--- src/core/tx_ctrl_defines.svh ---
`ifndef TX_CTRL_DEFINES_SVH
`define TX_CTRL_DEFINES_SVH
// timing limits in ns
`define T_OFF_NS 10000
`define T_ON_NS 1000000
`define T_INIT_NS 300000000
`define T_FAULT_NS 100000
`define T_RESET_NS 10000
`define T_LOSS_MIN_NS 2300
`define T_LOSS_MAX_NS 100000
`define CLK_NS 8
`endif

--- src/core/tx_ctrl_pkg.sv ---
`default_nettype none
package tx_ctrl_pkg;
  typedef enum logic [1:0] {
    ST_INIT = 2'b00,
    ST_RUN = 2'b01,
    ST_FAULT = 2'b11,
    ST_CLEAR = 2'b10
  } tx_state_e;
endpackage
`default_nettype wire

--- src/core/optical_tx_ctrl.sv ---
`timescale 1ns/1ps
`default_nettype none
`include "tx_ctrl_defines.svh"
// How it works
// RQ1: laser off within 10 us of disable
// RQ2: laser back on within 1 ms
// RQ3: initialization done within 300 ms
// RQ4: fault flag raised within 100 us; in run, a fault is not flagged while disable is held
// RQ5: host holds disable 10 us to clear
// RQ6: signal-lost asserts between 2.3 and 100 us
// RQ7: signal-lost clears within 100 us
// RQ8: host clocks id link at 100 kHz max
// RQ9: fault flag latched until reset or power
module optical_tx_ctrl #(
  parameter int INIT_CYCLES = `T_INIT_NS / `CLK_NS,
  parameter int ON_CYCLES = `T_ON_NS / `CLK_NS
) (
  // clock and reset
  input wire logic clk,
  input wire logic rst_n,
  // host pins
  input wire logic tx_disable,
  output logic tx_fault,
  output logic receive_signal_lost,
  // internal monitors and laser control
  input wire logic laser_fault,
  input wire logic rx_power_low,
  output logic laser_enable
);
  // ***********************************************************
  // constants
  // ***********************************************************
  localparam int RESET_CYC = (`T_RESET_NS + `CLK_NS - 1) / `CLK_NS;
  localparam int LOSS_CYC = (`T_LOSS_MIN_NS + `CLK_NS - 1) / `CLK_NS;
  localparam int CW = 32;

  // refused at elaboration: init may never outlast its own limit
  if (INIT_CYCLES < 1 || ON_CYCLES < 1 || ON_CYCLES > INIT_CYCLES)
  begin : g_bad_timing
    $error("bad timing parameters");
  end

  // ***********************************************************
  // pin synchronisers
  // ***********************************************************
  logic [1:0] dis_s_q, flt_s_q, los_s_q;
  always_ff @(posedge clk or negedge rst_n)
  begin
    if (!rst_n)
    begin
      dis_s_q <= 2'h0;
      flt_s_q <= 2'h0;
      los_s_q <= 2'h0;
    end
    else
    begin
      dis_s_q <= {dis_s_q[0], tx_disable};
      flt_s_q <= {flt_s_q[0], laser_fault};
      los_s_q <= {los_s_q[0], rx_power_low};
    end
  end
  wire logic dis = dis_s_q[1];
  wire logic flt = flt_s_q[1];
  wire logic los = los_s_q[1];

  // ***********************************************************
  // transmit state machine
  // ***********************************************************
  tx_ctrl_pkg::tx_state_e st_q, st_d;
  logic [CW-1:0] cnt_q, cnt_d;
  logic [CW-1:0] hold_q, hold_d;
  logic fault_q, fault_d;
  logic en_q, en_d;

  always_comb
  begin
    st_d = st_q;
    cnt_d = cnt_q;
    fault_d = fault_q;
    hold_d = dis ? ((hold_q < CW'(RESET_CYC)) ? hold_q + 1'b1 : hold_q)
                 : '0;
    en_d = 1'b0;
    case (st_q)
      tx_ctrl_pkg::ST_INIT:
      begin
        // laser stays dark while init runs; any fault re-latches
        if (flt)
        begin
          st_d = tx_ctrl_pkg::ST_FAULT;
          fault_d = 1'b1; // [RQ4]
        end
        else if (cnt_q >= CW'(ON_CYCLES - 1))
        begin
          st_d = tx_ctrl_pkg::ST_RUN; // [RQ3]
          fault_d = 1'b0; // [RQ3]
          cnt_d = '0;
        end
        else
          cnt_d = cnt_q + 1'b1;
      end
      tx_ctrl_pkg::ST_RUN:
      begin
        en_d = !dis; // [RQ1] [RQ2]
        if (flt && !dis)
        begin
          st_d = tx_ctrl_pkg::ST_FAULT;
          fault_d = 1'b1; // [RQ4]
        end
      end
      tx_ctrl_pkg::ST_FAULT:
      begin
        fault_d = 1'b1; // [RQ9]
        // only a long enough disable pulse counts as a reset
        if (!dis && hold_q >= CW'(RESET_CYC)) // [RQ5]
        begin
          st_d = tx_ctrl_pkg::ST_INIT;
          cnt_d = '0;
        end
      end
      default:
        st_d = tx_ctrl_pkg::ST_INIT;
    endcase
  end

  always_ff @(posedge clk or negedge rst_n)
  begin
    if (!rst_n)
    begin
      st_q <= tx_ctrl_pkg::ST_INIT;
      cnt_q <= '0;
      hold_q <= '0;
      fault_q <= 1'b0;
      en_q <= 1'b0;
    end
    else
    begin
      st_q <= st_d;
      cnt_q <= cnt_d;
      hold_q <= hold_d;
      fault_q <= fault_d;
      en_q <= en_d;
    end
  end

  // ***********************************************************
  // signal-lost filter
  // ***********************************************************
  logic [CW-1:0] lcnt_q, lcnt_d;
  logic lost_q, lost_d;
  always_comb
  begin
    lcnt_d = '0;
    lost_d = lost_q;
    if (los)
    begin
      // short dropouts are ignored to honour the minimum delay
      // saturates, so a long outage never wraps and drops the flag
      lcnt_d = (lcnt_q < CW'(LOSS_CYC)) ? lcnt_q + 1'b1 : lcnt_q;
      if (lcnt_q >= CW'(LOSS_CYC - 1))
        lost_d = 1'b1; // [RQ6]
    end
    else
      lost_d = 1'b0; // [RQ7]
  end

  always_ff @(posedge clk or negedge rst_n)
  begin
    if (!rst_n)
    begin
      lcnt_q <= '0;
      lost_q <= 1'b0;
    end
    else
    begin
      lcnt_q <= lcnt_d;
      lost_q <= lost_d;
    end
  end

  assign tx_fault = fault_q;
  assign receive_signal_lost = lost_q;
  assign laser_enable = en_q;

  // ***********************************************************
  // checks
  // ***********************************************************
  a_laser_off_fast: assert property (@(posedge clk) // [RQ1]
    disable iff (!rst_n)
    $rose(dis) |-> ##[1:2] !laser_enable)
    else $error("laser not off after disable");
  a_fault_flag_fast: assert property (@(posedge clk) // [RQ4]
    disable iff (!rst_n)
    (flt && !dis && st_q == tx_ctrl_pkg::ST_RUN) |-> ##1 tx_fault)
    else $error("fault flag late");
  a_fault_latched: assert property (@(posedge clk) // [RQ9]
    disable iff (!rst_n)
    (tx_fault && st_q == tx_ctrl_pkg::ST_FAULT && !flt && !dis)
      |-> ##1 tx_fault)
    else $error("fault flag dropped");
  a_short_pulse_kept: assert property (@(posedge clk) // [RQ5]
    disable iff (!rst_n)
    (st_q == tx_ctrl_pkg::ST_FAULT && $fell(dis) && hold_q < CW'(RESET_CYC))
      |-> st_d == tx_ctrl_pkg::ST_FAULT)
    else $error("short pulse cleared fault");
  a_lost_min_delay: assert property (@(posedge clk) // [RQ6]
    disable iff (!rst_n)
    $rose(los) |-> !receive_signal_lost [*2])
    else $error("signal lost too early");
  a_lost_after_count: assert property (@(posedge clk) // [RQ6]
    disable iff (!rst_n)
    receive_signal_lost |-> lcnt_q == CW'(LOSS_CYC))
    else $error("signal lost before full filter count");
  a_lost_clear: assert property (@(posedge clk) // [RQ7]
    disable iff (!rst_n)
    $fell(los) |-> ##[0:1] !receive_signal_lost)
    else $error("signal lost not cleared");
  a_init_clears: assert property (@(posedge clk) // [RQ3]
    disable iff (!rst_n)
    (st_q == tx_ctrl_pkg::ST_INIT && st_d == tx_ctrl_pkg::ST_RUN)
      |-> ##1 !tx_fault)
    else $error("init did not clear fault");
  a_enable_back: assert property (@(posedge clk) // [RQ2]
    disable iff (!rst_n)
    (st_q == tx_ctrl_pkg::ST_RUN && !dis && !flt) |-> ##1 laser_enable)
    else $error("laser not restored");
  a_dark_unless_run: assert property (@(posedge clk) // [RQ9]
    disable iff (!rst_n)
    st_q != tx_ctrl_pkg::ST_RUN |-> ##1 !laser_enable)
    else $error("laser on outside run state");
endmodule
`default_nettype wire

--- config.mk ---
export PLATFORM = sky130hd
export DESIGN_NAME = optical_tx_ctrl
export DESIGN_NICKNAME = d
export VERILOG_FILES = /design/src/core/tx_ctrl_pkg.sv /design/src/core/optical_tx_ctrl.sv
export VERILOG_INCLUDE_DIRS = /design/src /design/src/core
export SDC_FILE = /design/constraint.sdc
export NUM_CORES = 1
export LEC_CHECK = 0
export ABC_AREA = 1
export BUFFER_PORTS_ARGS = -buffer_cell sky130_fd_sc_hd__buf_2
export CORE_ASPECT_RATIO = 1.1
export CORE_MARGIN = 2
export CORE_UTILIZATION = 51
export CTS_CLUSTER_SIZE = 16
export DETAILED_ROUTE_END_ITERATION = 10
export PLACE_DENSITY = 0.69
export RECOVER_POWER = 100
export SETUP_SLACK_MARGIN = 0.5
export SKIP_CTS_REPAIR_TIMING = 1
export SLEW_MARGIN = 0
export SYNTH_ARGS = -nofsm -noshare
export SYNTH_HDL_FRONTEND = slang
export SYNTH_SLANG_ARGS = --single-unit
--- constraint.sdc ---
create_clock -name clk -period 1.6 [get_ports clk]
set_input_delay 0.16 -clock clk [delete_from_list [all_inputs] [get_ports clk]]
set_output_delay 0.16 -clock clk [all_outputs]
set_load 0.01 [all_outputs]
==> results.cfg <==
[placement]
numPortBuffers = 7
gp_congestion = 0.891
dp_hpwl_um = 6870

[synthesis]
synth.area.top_cells = sky130_fd_sc_hd__dfrtp_1 54%, sky130_fd_sc_hd__nand2_1 11%, sky130_fd_sc_hd__inv_1 8.1%
postSynthAreaPerCell_um2 = 8.13
post_synth_fa_ha_maj_area_fraction_pct = 1.77
syn_nets = 621
synth_ff_type = sky130_fd_sc_hd__dfrtp_1
synthDistinctLibCells = 30
synth_top_area_share_pct = 54.1
synth_mux_area_share_pct = 0
main_combinational_cell_family_by_area_after_synthesis = simple AND/OR/NAND/NOR gates
simple_gate_fraction_of_synth_area_pct = 25.7
yosys.area.top_type = sky130_fd_sc_hd__dfrtp_1
asyncSetResetFlopFracSynth_pct = 100
syn-cell-area_um2 = 4950
synth_compound_gate_area_share_pct = 5.49
synthCells = 609
synth-edff-count = 0
ys_seq_elements = 107
synth_sequential_area_ratio_pct = 54.1
yosys.area_share.xor_xnor_pct = 3.01
ys_warn_count = 0

[setup_path]
max_stage_delay_ns = 0.38
worst_ep_required_time_ns = 1.90
r2r.worst_path.cells = 9
timing.critical_path.mode_cell = sky130_fd_sc_hd__nor2_1
critical_path.cell_chain = ha_2, nand2_2, buf_4, nor2_1, nand3_1, xor2_1, nor2_1, nand2_1, o21ai_1
startpoint = cnt_q[1]
cpMaxStageDelayCell = sky130_fd_sc_hd__dfrtp_1
r2r_end = cnt_q[12]
path_max_fanout = 4
setup.worst_path.start_class = flip-flop
cp_top_family = simple AND/OR/NAND/NOR gates
worstPathBufferInverterCount = 1
timing.critical_path.to = cnt_q[12]
crit-reg2reg-launch = cnt_q[1]
cp.arrival_ns = 2.07
setup.worst_path.class = flip-flop to flip-flop
worstSetupEndpointType = flip-flop
number_of_cells_on_the_critical_path = 9
worst-r2r-setup-slack_ns = -0.17

[die]
top_level_ports = 8
starting_density_pct = 52.7
rows = 37
floorplan.die_area_um2 = 10500
placeableCoreArea_um2 = 9400
die_width_um = 97.9
die_height_um = 107

[clock_network]
clk_latency_ns = 0.38
cts_buffers = 9
tritoncts_clock_tree = done
number_of_h_tree_levels = 3
clk_slew_on_worst_s_h_paths_ns = 0.11
clock-sinks = 107
clk_root_buffer_cell = sky130_fd_sc_hd__clkbuf_8
cts-root-to-sink-buffers = 2

[route]
post-route-drc-count = 0
postRouteAntennaNets = 0
avgViaCountPerCell = 4.96
num_vias = 4050
detail_route.iter0.violations = 232
routed_wirelength_um = 10100
drt_pass1_iterations = 4
avgRoutedWirePerCell_um = 12.4

[grt]
antenna_found_initial = 0
first_pass_grt_wire_length_um = 17000
via_count_of_the_first_global_routing_pass = 4002
maximum_number_of_pins_on_one_net_before_global_route_repair = 34
global_route.usage.total_pct = 19.7
global_route.overflow_total = 0

[cells_and_area]
final_layout_size_suffix_gt1_share_pct = 24.3
areaGrowthSynthToFinish_pct = 26.4
fin_nets = 706
mostFrequentLayoutCells = 121 x sky130_fd_sc_hd__nand2_1, 106 x sky130_fd_sc_hd__dfrtp_1, 102 x sky130_fd_sc_hd__inv_1
share_of_the_core_filled_with_cells_pct = 66.5
insertedDiodeCount = 0
layout_commonest_cell = sky130_fd_sc_hd__nand2_1

[outcome]
outcome = finished, violations left
failing_checks = negative setup slack

[sta]
drv_slew = 0
finalHoldViolCount = 0
max-slew-margin-rel_pct = 49.1
clock_skew_ns = 0.00957
transition_at_the_pin_with_the_smallest_max_transition_slack_ns = 0.764
hold_ws_ns = 0.321
timing.final.crit_share_pct = 110
finalWorstPathRequiredPeriod_ns = 1.77
achievable-frequency_mhz = 567
final-setup-viol-count = 40
post-route-worst-setup-slack_ns = -0.165
grt_setup_unrepaired = yes

[power_and_ir_drop]
cellPowerDensity_nw_per_um2 = 1160
static-leakage-power_nw = 3.27
peak_supply_drop_uv = 874

[run]
max-cap-violations = 0

[hold_path]
hp-class = input pin to async pin
==> layer usage <==
| layer | vias up | wire, um | global-route usage [%] |
|---|---|---|---|
| met1 | 1954 | 4540 | 24.4 |
| met5 | - | 0 | 0 |
| li1 | 2023 | - | - |
| met3 | 18 | 263 | 2.99 |
| met2 | 55 | 5080 | 34.6 |
| met4 | 0 | 212 | 7.94 |
==> worst register-to-register path, cell delays in order (launching register included) <==
cell,delay (ns)
sky130_fd_sc_hd__dfrtp_1,0.38
sky130_fd_sc_hd__ha_2,0.20
sky130_fd_sc_hd__nand2_2,0.07
sky130_fd_sc_hd__buf_4,0.14
sky130_fd_sc_hd__nor2_1,0.28
sky130_fd_sc_hd__nand3_1,0.15
sky130_fd_sc_hd__xor2_1,0.16
sky130_fd_sc_hd__nor2_1,0.11
sky130_fd_sc_hd__nand2_1,0.06
sky130_fd_sc_hd__o21ai_1,0.14
==> area by class of cell <==
class / count / area (um^2)
timing repair buffer: 87 / 691
tap: 117 / 146
inverter: 109 / 412
sequential: 107 / 2680
multi-input combinational: 380 / 2090
clock inverter: 7 / 116
fill: 740 / 3140
clock buffer: 9 / 124
==> stage by stage <==
stage	total power [mW]	instances	TNS (ns)	cell area [um^2]	setup WS (ns)
6_report	7.28	816	-1.77	6250	-0.165
5_1_grt	7.66	816	-9.53	6250	-0.281
4_1_cts	6.76	799	-3.19	5880	-0.132
3_5_place_dp	4.81	783	-1.44	5640	-0.0938
3_3_place_gp	4.75	783	-0.314	5640	-0.0283
2_1_floorplan	4.20	609	0	5020	0.0274
==> cells in the mapped netlist, types with 7 or more instances <==
| master | count |
|---|---|
| sky130_fd_sc_hd__nand2_1 | 143 |
| sky130_fd_sc_hd__inv_1 | 107 |
| sky130_fd_sc_hd__nand4_1 | 14 |
| sky130_fd_sc_hd__xor2_1 | 14 |
| sky130_fd_sc_hd__ha_1 | 7 |
| sky130_fd_sc_hd__nor3_1 | 11 |
| sky130_fd_sc_hd__o21ai_0 | 17 |
| sky130_fd_sc_hd__a21oi_1 | 14 |
| sky130_fd_sc_hd__nor2_1 | 101 |
| sky130_fd_sc_hd__nand3_1 | 26 |
| sky130_fd_sc_hd__o21ai_1 | 14 |
| sky130_fd_sc_hd__dfrtp_1 | 107 |
==> how the worst min path moves through the flow <==
stage | start | end | slack, ns
floorplan | rst_n | cnt_q[0] | -0.14
global placement | rst_n | hold_q[24] | 0.11
detailed placement | rst_n | hold_q[24] | 0.10
CTS | rst_n | hold_q[24] | -0.32
global route | los_s_q[0] | los_s_q[1] | 0.37
finish | rst_n | hold_q[25] | 0.32
==> sequential cells by signal (all words and copies together), names as in the netlist <==
register             count
cnt_q                   32
dis_s_q                  2
flt_s_q                  2
hold_q                  32
laser_enable             1
lcnt_q                  32
los_s_q                  2
receive_signal_lost      1
st_q                     2
tx_fault                 1
==> cells by family after synthesis <==
kind of cell | after synthesis
flip-flops | 107
buffers and inverters | 122
XOR/XNOR | 17
AO/OA/AOI/OAI | 51
adder cells (fa/ha/maj) | 7
AND/OR/NAND/NOR | 305
==> report_power, final <==
part	internal, mW	total (mW)	switching [mW]	leakage (nW)
sequential	2.85	2.98	0.124	1.46
clock	0.928	1.94	1.01	0.121
combinational	1.05	2.36	1.31	1.69
total	4.83	7.28	2.45	3.27
No activity file was read; power rests on OpenSTA's default activity.
